### config.mk
export PLATFORM = sky130hd
export DESIGN_NAME = hsgc_counter
export DESIGN_NICKNAME = d
export VERILOG_FILES = /design/src/hdl/hsgc_pkg.sv /design/src/hdl/hsgc_counter.sv
export SDC_FILE = /design/constraint.sdc
export NUM_CORES = 1
export LEC_CHECK = 0
export ABC_AREA = 1
export BUFFER_PORTS_ARGS = -buffer_cell sky130_fd_sc_hd__buf_2
export CORE_MARGIN = 4
export CORE_UTILIZATION = 41
export CTS_CLUSTER_SIZE = 20
export DETAILED_ROUTE_END_ITERATION = 10
export SETUP_SLACK_MARGIN = 0.2
export SLEW_MARGIN = 20
export SYNTH_ARGS = -nofsm -noshare
export SYNTH_HDL_FRONTEND = slang
export SYNTH_SLANG_ARGS = --single-unit
### constraint.sdc
create_clock -name CLK -period 2.05 [get_ports CLK]
set_clock_uncertainty 0.1 [all_clocks]
set_input_delay 0.205 -clock CLK [delete_from_list [all_inputs] [get_ports CLK]]
set_output_delay 0.205 -clock CLK [all_outputs]
set_load 0.005 [all_outputs]
### src/hdl/hsgc_pkg.sv
// package: register map, modes and timing for the hsync gated pulse counter
package hsgc_pkg;
  // register file and peripheral addresses
  localparam logic [6:0] RF_GATE_MODE = 7'h11;
  localparam logic [6:0] RF_GATE_STATUS = 7'h12;
  localparam logic [6:0] PA_PULSE_COUNT = 7'h04;
  // field layout
  localparam int CNT_W = 6;
  localparam int MODE_W = 2;
  localparam int STATUS_OPEN_BIT = 3;
  localparam logic [5:0] COUNT_RESET = 6'h00;
  // gate mode encodings
  localparam logic [1:0] MODE_CLOSED = 2'h0;
  localparam logic [1:0] MODE_TIMED = 2'h2;
  localparam logic [1:0] MODE_RESET = 2'h0;
  localparam int MODE_OPEN_FLAG = 0;
  // timing, clock at 100 MHz; whole nanoseconds keep the half-microsecond delay exact
  localparam int CLK_PERIOD_NS = 10;
  localparam int TIMED_DELAY_NS = 1_687_500; // 3.375/2 ms
  localparam int TIMED_OPEN_NS = 1_690_000; // 1.69 ms
  localparam int DELAY_CYC = TIMED_DELAY_NS / CLK_PERIOD_NS;
  localparam int OPEN_CYC = TIMED_OPEN_NS / CLK_PERIOD_NS;
  localparam int TMR_W = 18;
endpackage : hsgc_pkg

### src/hdl/hsgc_counter.sv
// file: gated 6-bit hsync pulse counter with gate mode control and status
`timescale 1ns/100ps
`default_nettype none

module hsgc_counter (
  input wire logic CLK, // 100 MHz system clock
  input wire logic RST_N, // synchronous reset, active low
  input wire logic CLOCK_STOP, // clock stop event, same domain
  input wire logic SYNC_COUNT_INPUT_PIN, // amplified sync input, async
  input wire logic SHARED_PORT_BIT_IN, // port bit level from pin path
  input wire logic RF_WR, // regfile write instruction strobe
  input wire logic RF_RD, // regfile read instruction strobe
  input wire logic [6:0] RF_ADDR, // regfile address
  input wire logic [3:0] RF_WDATA, // window register data in
  input wire logic PERIPH_RD, // peripheral read instruction strobe
  input wire logic [6:0] PERIPH_ADDR, // peripheral address
  output logic [3:0] RF_RDATA, // data to window register
  output logic [15:0] DATA_BUFFER, // data buffer load value
  output logic DATA_BUFFER_LOAD, // data buffer load pulse
  output logic SHARED_PORT_BIT_READ, // port bit as read by software
  output logic AMP_BIAS_EN, // input amplifier bias enable
  output logic GATE_OPEN // gate state
);

  // timed gate sequencer states, written out one-hot
  typedef enum logic [2:0] {
    seq_idle = 3'h1, // no timed window pending
    seq_delay = 3'h2, // start delay running, gate still shut
    seq_window = 3'h4 // measuring window, gate open
  } hsgc_gate_seq_t;

  // widths of the counting and mode registers
  typedef logic [hsgc_pkg::TMR_W-1:0] hsgc_tmr_t;
  typedef logic [hsgc_pkg::CNT_W-1:0] hsgc_cnt_t;
  typedef logic [hsgc_pkg::MODE_W-1:0] hsgc_mode_t;

  // last timer value of each phase; the timer counts up from zero
  // the start delay takes no added error, the low end of what is allowed
  localparam hsgc_tmr_t delay_last = hsgc_tmr_t'(hsgc_pkg::DELAY_CYC - 1);
  localparam hsgc_tmr_t window_last = hsgc_tmr_t'(hsgc_pkg::OPEN_CYC - 1);

  // strobe qualified by an address match, shared by every decoder
  function automatic logic addr_hit(
    input logic strobe,
    input logic [6:0] addr,
    input logic [6:0] target
  );
    addr_hit = strobe && (addr == target);
  endfunction

  // modes other than closed bias the input and take over the pin
  function automatic logic mode_biased(input hsgc_mode_t mode);
    mode_biased = (mode != hsgc_pkg::MODE_CLOSED);
  endfunction

  // input synchroniser and edge detector
  logic sync_ff1;
  logic sync_ff2;
  logic sync_prev;
  logic sync_rise;

  // gate mode flags and timed sequencer
  hsgc_mode_t gate_mode_control;
  hsgc_gate_seq_t seq;
  hsgc_gate_seq_t next_seq;
  hsgc_tmr_t tmr;
  hsgc_tmr_t next_tmr;

  // access decode
  logic mode_wr;
  logic wr_open;
  logic wr_timed;
  logic rd_mode;
  logic rd_status;
  logic rd_count;

  // gate, counting and status
  logic gate;
  logic gate_edge;
  logic pulse;
  logic clr;
  hsgc_cnt_t sync_pulse_count;
  hsgc_cnt_t next_count;
  logic [3:0] status_word;

  // two-stage synchroniser on the pin; stage one is read only by stage two
  always_ff @(posedge CLK)
  begin
    if (!RST_N)
    begin
      sync_ff1 <= 1'h0;
      sync_ff2 <= 1'h0;
    end
    else
    begin
      sync_ff1 <= SYNC_COUNT_INPUT_PIN;
      sync_ff2 <= sync_ff1;
    end
  end

  // previous synchronised level; reset low to match the idle pin
  always_ff @(posedge CLK)
  begin
    if (!RST_N)
      sync_prev <= 1'h0;
    else
      sync_prev <= sync_ff2;
  end

  // one count request per rising edge of the synchronised input
  assign sync_rise = sync_ff2 && !sync_prev;

  // clock stop acts as a reset of mode, sequencer and count
  // a stop in mid-window discards the measurement, software must restart it
  assign clr = !RST_N || CLOCK_STOP;

  // register file and peripheral decode
  assign mode_wr = addr_hit(RF_WR, RF_ADDR, hsgc_pkg::RF_GATE_MODE);
  assign wr_timed = mode_wr && (RF_WDATA[hsgc_pkg::MODE_W-1:0] == hsgc_pkg::MODE_TIMED);
  assign wr_open = mode_wr && RF_WDATA[hsgc_pkg::MODE_OPEN_FLAG];
  assign rd_mode = addr_hit(RF_RD, RF_ADDR, hsgc_pkg::RF_GATE_MODE);
  assign rd_status = addr_hit(RF_RD, RF_ADDR, hsgc_pkg::RF_GATE_STATUS);
  assign rd_count = addr_hit(PERIPH_RD, PERIPH_ADDR, hsgc_pkg::PA_PULSE_COUNT);

  // gate mode flags, written through the window register only
  always_ff @(posedge CLK)
  begin
    if (clr)
    begin
      gate_mode_control <= hsgc_pkg::MODE_RESET;
    end
    else if (mode_wr)
    begin
      gate_mode_control <= RF_WDATA[hsgc_pkg::MODE_W-1:0];
    end
  end

  // sequencer next state; any other mode write cancels a timed run
  always_comb
  begin
    next_seq = seq;
    if (wr_timed)
      next_seq = seq_delay;
    else if (mode_wr)
      next_seq = seq_idle;
    else
    begin
      case (seq)
        seq_idle:
          next_seq = seq_idle;
        seq_delay:
        begin
          if (tmr == delay_last)
            next_seq = seq_window;
        end
        seq_window:
        begin
          if (tmr == window_last)
            next_seq = seq_idle;
        end
        default:
          next_seq = seq_idle;
      endcase
    end
  end

  // sequencer state register
  always_ff @(posedge CLK)
  begin
    if (clr)
      seq <= seq_idle;
    else
      seq <= next_seq;
  end

  // gate clock timer, idle outside timed runs
  // one timer serves both phases, so it restarts at every phase change
  always_comb
  begin
    next_tmr = tmr + 18'h00001;
    if (mode_wr || (next_seq != seq) || (seq == seq_idle))
      next_tmr = '0;
  end

  // timer register
  always_ff @(posedge CLK)
  begin
    if (clr)
      tmr <= '0;
    else
      tmr <= next_tmr;
  end

  // gate: open flag set (modes 1 and 3) or the timed window running
  assign gate = gate_mode_control[hsgc_pkg::MODE_OPEN_FLAG] || (seq == seq_window);

  // a high input at the instant the gate opens or closes counts once
  assign gate_edge = (gate != GATE_OPEN) && sync_ff2;
  // a rising edge in the cycle of a gate change still counts only once
  assign pulse = (gate && sync_rise) || gate_edge;

  // next count wraps through zero by plain binary overflow
  always_comb
  begin
    next_count = sync_pulse_count + 6'h01;
  end

  // pulse counter: cleared on entry to a counting mode, held when shut
  always_ff @(posedge CLK)
  begin
    if (clr)
    begin
      sync_pulse_count <= hsgc_pkg::COUNT_RESET;
    end
    else if (wr_timed || wr_open)
    begin
      sync_pulse_count <= hsgc_pkg::COUNT_RESET;
    end
    else if (pulse)
    begin
      sync_pulse_count <= next_count;
    end
    // no else: held while gate is shut
  end

  // status word: open bit high while the gate is open or a timed run is pending
  always_comb
  begin
    status_word = 4'h0;
    status_word[hsgc_pkg::STATUS_OPEN_BIT] = gate || (seq == seq_delay);
  end

  // registered gate state, also the reference for gate-edge counting
  always_ff @(posedge CLK)
  begin
    if (clr)
      GATE_OPEN <= 1'h0;
    else
      GATE_OPEN <= gate;
  end

  // amplifier bias follows the mode, not the gate
  always_ff @(posedge CLK)
  begin
    if (clr)
    begin
      AMP_BIAS_EN <= 1'h0;
    end
    else
    begin
      AMP_BIAS_EN <= mode_biased(gate_mode_control);
    end
  end

  // port bit masked while the pin feeds the counter
  always_ff @(posedge CLK)
  begin
    if (clr)
    begin
      SHARED_PORT_BIT_READ <= 1'h0;
    end
    else if (mode_biased(gate_mode_control))
    begin
      SHARED_PORT_BIT_READ <= 1'h0;
    end
    else
    begin
      SHARED_PORT_BIT_READ <= SHARED_PORT_BIT_IN;
    end
  end

  // register file reads, answered the cycle after the strobe
  always_ff @(posedge CLK)
  begin
    if (clr)
    begin
      RF_RDATA <= 4'h0;
    end
    else if (rd_mode)
    begin
      RF_RDATA <= {2'h0, gate_mode_control};
    end
    else if (rd_status)
    begin
      RF_RDATA <= status_word;
    end
    else
    begin
      RF_RDATA <= 4'h0;
    end
  end

  // data buffer load pulse for a read of the counter
  always_ff @(posedge CLK)
  begin
    if (clr)
    begin
      DATA_BUFFER_LOAD <= 1'h0;
    end
    else
    begin
      DATA_BUFFER_LOAD <= rd_count;
    end
  end

  // data buffer value; the counter has no write path
  always_ff @(posedge CLK)
  begin
    if (clr)
    begin
      DATA_BUFFER <= 16'h0000;
    end
    else
    begin
      DATA_BUFFER <= {10'h000, sync_pulse_count};
    end
  end

endmodule // hsgc_counter

`default_nettype wire

# Word-level counts from Yosys, hierarchy flattened

Index checks and enable logic that the tools add are counted.

Bits in registers: 56
Input bits: 26
Logic and storage cells: 60
Output and inout bits: 24

Reductions and logical operators: 24
Bitwise operators: 1
Muxes and demuxes: 6
Equal/unequal tests: 11
Add/subtract/negate cells: 2

Operators with widths:

| kind                                                | number |
|---|---|
| equality test 18 bit, second input constant         | 2 |
| adder 18 x 1 -> 18 bit, second input constant       | 1 |
| equality test 7 x 5 -> 1 bit, second input constant | 2 |
| two-way mux 3 bit                                   | 4 |
| logical AND 1 bit                                   | 9 |
| OR reduction 2 bit                                  | 4 |
| equality test 7 x 3 -> 1 bit, second input constant | 1 |
| logical OR 1 bit                                    | 7 |
| adder 6 x 1 -> 6 bit, second input constant         | 1 |
| one-hot mux 3 bit (2 select lines)                  | 1 |
| equality test 3 x 1 -> 1 bit, second input constant | 1 |
| equality test 3 x 2 -> 1 bit, second input constant | 1 |
| equality test 3 bit, second input constant          | 1 |
| != test 3 bit                                       | 1 |
| OR reduction 3 bit                                  | 1 |
| equality test 2 bit, second input constant          | 1 |
| zero test 1 bit                                     | 2 |
| two-way mux 2 bit                                   | 1 |
| nonzero test 2 bit                                  | 1 |
| != test 1 bit                                       | 1 |
| inverter 1 bit                                      | 1 |

# Logic depth before layout (Yosys ltp)

Gate-level depths: netlist (run 1).

Depth in word-level cells: 9
Gate-level depth with buffers: 14

# Worst setup path before layout (run 1)

OpenSTA, ideal clock, no wires.

Path type: register to register
Start: register tmr[0]
End: register tmr[12]
Arrival: 1.507 ns
Setup time: 0.121 ns
Clock period less this slack: 1.728 ns
Path slack: 0.322 ns
Cell stages (with the launch flop): 10
Cell sequence: dfxtp_1 ha_1 inv_1 nor2_2 nand3_2 nor2_4 nand3_2 nor3_1 xnor2_1 nor2_4

Word-level cells in the longest chain between the ends: 9

Ends and longest elaborated chain:

| what                                    | RTL line                                 | RTL |
|---|---|---|
| start: declaration                      | hsgc_counter.sv:66                       | `hsgc_tmr_t tmr;` |
| start signal: assignment                | hsgc_counter.sv:191                      | `tmr <= next_tmr;` |
| equality test 18 bit (on tied branches) | hsgc_counter.sv:158, hsgc_counter.sv:153 |  |
| two-way mux 3 bit (on tied branches)    | hsgc_counter.sv:158, hsgc_counter.sv:153 |  |
| one-hot mux 3 bit (2 select lines)      | hsgc_counter.sv:148                      | `case (seq)` |
| two-way mux 3 bit                       | hsgc_counter.sv:144                      | `else if (mode_wr)` |
| two-way mux 3 bit                       | hsgc_counter.sv:142                      | `if (wr_timed)` |
| != test 3 bit                           | hsgc_counter.sv:181                      | `if (mode_wr \|\| (next_seq != seq) \|\| (seq == seq_idle))` |
| logical OR 1 bit (2 in a row)           | hsgc_counter.sv:181                      |  |
| OR reduction 2 bit (no source line)     | -                                        |  |

Several ways; a longest one is shown, not always the timed one.
A chain may end at the register's enable or synchronous reset.

# Worst setup path after layout (run 1)

Start: register tmr[1]
End: register tmr[12]

Same word-level chain as after synthesis.

==> results.cfg, run 1 <==
[outcome]
status = complete, no violations

[floorplan]
row_count = 26
ios = 50
fp.dieArea_um2 = 6710
fp.dieH_um = 81.9
die_x_um = 81.9
fp.coreArea_um2 = 5200
start_util = 0.430

[synth]
synth_edf_count = 0
synth_top_cells_by_count = dfxtp_1 (45), inv_1 (45), nand2_1 (40), nor2_1 (40), nand3_1 (14)
yosysUniqueCellTypes = 30
async_flop_share = 0
ys.flop_type = dfxtp_1
ys_top_cells_by_area = dfxtp_1 (40%), inv_1 (7.5%), nand2_1 (6.7%), nor2_1 (6.7%), nor2_4 (6.5%)
yosysWarningCount = 0
synth.avg_cell_area_um2 = 7.77
ys_ff_latch = 45
yosysTopAreaCell = dfxtp_1
synth_cells = 288
synth_top_area_frac = 0.402
syn-cell-area_um2 = 2240
yosysSeqAreaShare = 0.402

[worst_setup_path]
path_buf_inv = 1
crit_family = simple AND/OR/NAND/NOR gates
start_kind = flip-flop
path_cells = ha_1 -> inv_1 -> nor2_2 -> nand3_2 -> nor2_4 -> nand3_2 -> nor3_1 -> xnor2_1 -> nor2_4
cp.required_ns = 2.15
critPathKind = reg -> reg
critPathSlowestCell = dfxtp_2
crit_path_max_fanout = 4
crit_path_end_kind = flip-flop
max_stage_delay_ns = 0.36
crit_arrival_ns = 1.85

[power]
p_sw_frac = 0.243
powerDensity_nw_per_um2 = 586
leakage_uw = 0.00106
ir_worst_vdd_uv = 252
p_clk_frac = 0.383
p_int_uw = 1150
p_switching_uw = 369
p_seq_frac = 0.577
p_comb_frac = 0.040

[timing]
hold_violations = 0
slew_violations = 0
setup_violations = 0
fmax_mhz = 570
finalSetupTns_ns = 0
period_share = 0.856
rsz0062_at_grt = yes
fin_crit_ns = 1.76

[routing]
vias = 1811
via_per_inst = 4.48
post_drt_wl_per_cell_um = 9.90
drtAntennaViolNets = 0
dr.first_iter.drc_count = 45
wirelength_um = 4000
remaining_drc_errors = 0
first_pass_iters = 4

[place]
dpl.hpwl_um = 3140
io_buffers = 36
placedInstanceArea_um2 = 2480
finalWeightedCongestion = 0.804

[global_routing]
antenna_found_initial = 0
overflow = 0
grt_use_total = 0.134
grt_max_degree = 19
first_global_vias = 1640
grt_pass1_wl_um = 6960

[cts]
cts_tree = done
cts_root_buffer = clkbuf_8
post_cts_buffers = 0
cts_sinks = 45
htree_levels = 2
clockBufferDepth = 2
clk_transition_reported_paths_ns = 0.09
clk_latency_ns = 0.31
cts_buffers = 5

[layout]
nFillCells = 557
stdcell_area_um2 = 2590
drive_gt1_frac = 0.266
num_antenna_cells = 0
finalNetCount = 362
syn2layout_area_growth_pct = 15.9

[min_path]
holdCritPathClass = in -> reg

[flow_run]
cap_violations = 0
layout make-up:
| type | count | area, µm² | share of cell area |
|---|---|---|---|
| multi-input combinational | 189 | 1080 | 0.418 |
| clock inverter | 3 | 25.0 | 0.00965 |
| timing repair buffer | 41 | 233 | 0.0897 |
| clock buffer | 5 | 68.8 | 0.0265 |
| inverter | 51 | 191 | 0.0738 |
| sequential | 45 | 903 | 0.348 |
| tap | 70 | 87.6 | 0.0338 |
placed cells by master (no fill, tap or decap), types with 2 or more instances in the layout:
cell type	instances
o21ai_0	6
nor3_1	5
dfxtp_1	43
nor4_1	4
inv_1	45
buf_2	36
nor2_4	13
conb_1	11
nand3_2	3
inv_2	4
nand2_2	7
nand3_4	2
nand4_1	8
a21oi_1	6
nor2_1	39
buf_4	3
clkinv_1	2
nand2_1	40
nor2_2	7
dfxtp_2	2
ha_1	3
xor2_1	13
nand3_1	14
clkbuf_8	5
inv_6	2
path summary, 6_finish.rpt:
| check | start | endpoint | slack, ns | depth (start not counted) |
|---|---|---|---|---|
| setup / recovery | tmr[1]$_SDFF_PP0_ | tmr[12]$_SDFF_PP0_ | 0.29 | 9 |
| hold / removal | PERIPH_RD | DATA_BUFFER_LOAD$_SDFF_PP0_ | 0.02 | 3 |
| setup reg to reg | tmr[1]$_SDFF_PP0_ | tmr[12]$_SDFF_PP0_ | 0.29 | 9 |
| hold reg to reg | sync_ff1$_SDFF_PN0_ | sync_ff2$_SDFF_PN0_ | 0.32 | 2 |
what timing repair did:
action | CTS | global route
hold endpoints to repair | 1 | 0
gates resized for setup | 0 | 4
setup endpoints to repair | 0 | 20
hold buffers | 1 | 0
registers in the layout, indices dropped and copies added (netlist names):
| signal | flops |
|---|---|
| tmr | 18 |
| DATA_BUFFER | 6 |
| sync_pulse_count | 6 |
| RF_RDATA | 3 |
| seq | 3 |
| gate_mode_control | 2 |
| AMP_BIAS_EN | 1 |
| DATA_BUFFER_LOAD | 1 |
| GATE_OPEN | 1 |
| SHARED_PORT_BIT_READ | 1 |
| sync_ff1 | 1 |
| sync_ff2 | 1 |
| sync_prev | 1 |
layer usage:
layer | up-vias | global-route usage | wire, µm
met5 | - | 0 | 0
met4 | 0 | 0.0615 | 74
met3 | 7 | 0.0395 | 262
met2 | 53 | 0.213 | 1740
met1 | 797 | 0.166 | 1920
li1 | 954 | - | -
through the flow:
| stage | std cells | worst slack [ns] | hold WS, ns | power (µW) | util |
|---|---|---|---|---|---|
| final | 404 | 0.295 | 0.0167 | 1520 | 0.498 |
| after CTS | 404 | 0.238 | 0.00908 | 1540 | 0.496 |
| after global placement | 395 | 0.278 | 0.287 | 956 | 0.476 |
| after global routing | 404 | 0.164 | 0.0118 | 1590 | 0.498 |
| after floorplan | 298 | 0.322 | 0.198 | 940 | - |
| after detailed placement | 395 | 0.256 | 0.294 | 957 | 0.476 |
cells by family (layout without fill, tap and decap cells):
kind of cell	count (synthesis)	count (layout)	synth area share
AND/OR/NAND/NOR	145	145	0.350
XOR/XNOR	14	14	0.0548
adder cells (fa/ha/maj)	3	3	0.0168
other	1	11	0.00168
buffers and inverters	64	100	0.133
AO/OA/AOI/OAI	16	16	0.0414
flip-flops	45	45	0.402
worst reg2reg max path, delay by kind of cell, from the launching register on:
kind	cells	cell delay [ns]
AND/OR/NAND/NOR	6	0.77
buffers and inverters	1	0.06
flip-flops	1	0.36
adder cells (fa/ha/maj)	1	0.16
XOR/XNOR	1	0.19
power groups by stage:
stage                     Sequential [µW]  Clock (µW)  Combinational, µW
after floorplan                       898           0               41.5
after global placement                898           0               58.3
after detailed placement              898           0               59.1
after CTS                             878         604               60.9
after global routing                  878         644               70.3
final                                 877         583               60.6
No activity file was read; power rests on OpenSTA's default activity.
==> run 2, diff against run 1 <==
--- a/config.mk
+++ b/config.mk
@@ -11,6 +11,7 @@
 export CORE_UTILIZATION = 41
 export CTS_CLUSTER_SIZE = 20
 export DETAILED_ROUTE_END_ITERATION = 10
+export PLACE_DENSITY = 0.73
 export SETUP_SLACK_MARGIN = 0.2
 export SLEW_MARGIN = 20
 export SYNTH_ARGS = -nofsm -noshare
==> results.cfg, run 2 (synthesis gave the netlist of run 1 again) <==
[timing]
period_share = 0.845
fin_crit_ns = 1.73
fmax_mhz = 578
slew_violations = 0
setup_violations = 0
hold_violations = 0
rsz0062_at_grt = yes
finalSetupTns_ns = 0

[layout]
final_cell_mix = inv_1 (45), dfxtp_1 (42), nor2_1 (40), nand2_1 (40), buf_2 (36)
syn2layout_area_growth_pct = 19.1
drive_gt1_frac = 0.277
largest_reg_flops = 18
top_regs = tmr: 18 flops, DATA_BUFFER: 6 flops, sync_pulse_count: 6 flops
top_register = tmr
final_common_cell = inv_1
finalNetCount = 364
fin_util = 0.512
num_antenna_cells = 0

[cts]
clockBufferDepth = 2
cts_sinks = 45
clk_transition_reported_paths_ns = 0.08
cts_buffers = 5
htree_levels = 2
clk_latency_ns = 0.29
cts_root_buffer = clkbuf_8
cts_tree = done

[global_routing]
grt_use_total = 0.122
antenna_found_initial = 0
first_global_vias = 1601
grt_pass1_wl_um = 6530
overflow = 0
grt_max_degree = 15

[worst_setup_path]
max_stage_delay_ns = 0.35
reg2reg_depth = 9
crit_path_end_kind = flip-flop
critical_path.reg2reg.startpoint = tmr[0]$_SDFF_PP0_
critPathSlowestCell = dfxtp_2
cp.required_ns = 2.14
path_cells = ha_1 -> inv_1 -> nor2_2 -> nand3_2 -> nor2_4 -> nand3_2 -> nor3_4 -> xnor2_2 -> nor2_4
crit_arrival_ns = 1.82
start_kind = flip-flop
crit_path_max_fanout = 4
crit_path_start = tmr[0]$_SDFF_PP0_
critPathKind = reg -> reg

[floorplan]
row_count = 26
fp.dieH_um = 81.9
fp.coreArea_um2 = 5200
ios = 50
start_util = 0.430
fp.dieArea_um2 = 6710
die_x_um = 81.9

[place]
dpl.hpwl_um = 3060
io_buffers = 36
finalWeightedCongestion = 0.847

[routing]
wirelength_um = 3900
via_per_inst = 4.41
first_pass_iters = 4
post_drt_wl_per_cell_um = 9.61
dr.first_iter.drc_count = 85
remaining_drc_errors = 0
vias = 1792
drtAntennaViolNets = 0

[min_path]
min_path_cells = 3
holdCritPathClass = in -> reg
hold_start = PERIPH_RD

[power]
leakage_uw = 0.00111
report.power.total_uw = 1580
ir_worst_vdd_uv = 278
powerDensity_nw_per_um2 = 594

[outcome]
status = complete, no violations

[flow_run]
cap_violations = 0
[run 2: critical path, delay by kind of cell (launching register included)]
kind | cells | cell delay (ns)
simple gates | 6 | 0.80
flops | 1 | 0.35
fa+ha+maj | 1 | 0.16
xor+xnor | 1 | 0.15
buf+inv | 1 | 0.06
[run 2: layer usage]
layer,share of wire,global-route usage,up-vias,wire length [µm]
met5,0,0,-,0
met4,0.0056,0.0382,0,22
met3,0.044,0.0307,2,171
met2,0.46,0.196,32,1810
met1,0.49,0.160,794,1890
li1,-,-,964,-
[run 2: area by class of cell]
type,instances,area (µm²)
tap,70,87.6
inverter,51,191
clock buffer,6,72.6
multi-input combinational,189,1110
sequential,45,905
clock inverter,2,38.8
fill,497,2540
timing repair buffer,43,260
[run 2: worst paths after layout]
| path | to | slack (ns) |
|---|---|---|
| max reg2reg | tmr[12]$_SDFF_PP0_ | 0.32 |
| min reg2reg | sync_ff2$_SDFF_PN0_ | 0.32 |
| max | tmr[12]$_SDFF_PP0_ | 0.32 |
| min | DATA_BUFFER_LOAD$_SDFF_PP0_ | 0.03 |
[run 2: what timing repair did]
| action | 4_1_cts | 5_1_grt |
|---|---|---|
| setup endpoints to repair | 9 | 20 |
| setup buffers | 1 | 2 |
| pin swaps | 0 | 0 |
| hold buffers | 1 | 0 |
| endpoints found under the hold margin | 1 | 0 |
| gates resized for setup | 2 | 8 |
[run 2: report_power, final]
group	switching (µW)	total (µW)	internal [µW]
combinational	33.5	59.3	25.8
clock	282	647	366
sequential	0.932	877	876
[run 2: metrics by stage]
stage	instances	hold WS (ns)	cell area, µm²	setup WS, ns
2_1_floorplan	298	0.198	2280	0.322
3_3_place_gp	394	0.290	2470	0.212
3_5_place_dp	394	0.298	2470	0.190
4_1_cts	404	0.0209	2620	0.249
5_1_grt	406	0.0489	2670	0.166
6_report	406	0.0346	2670	0.319
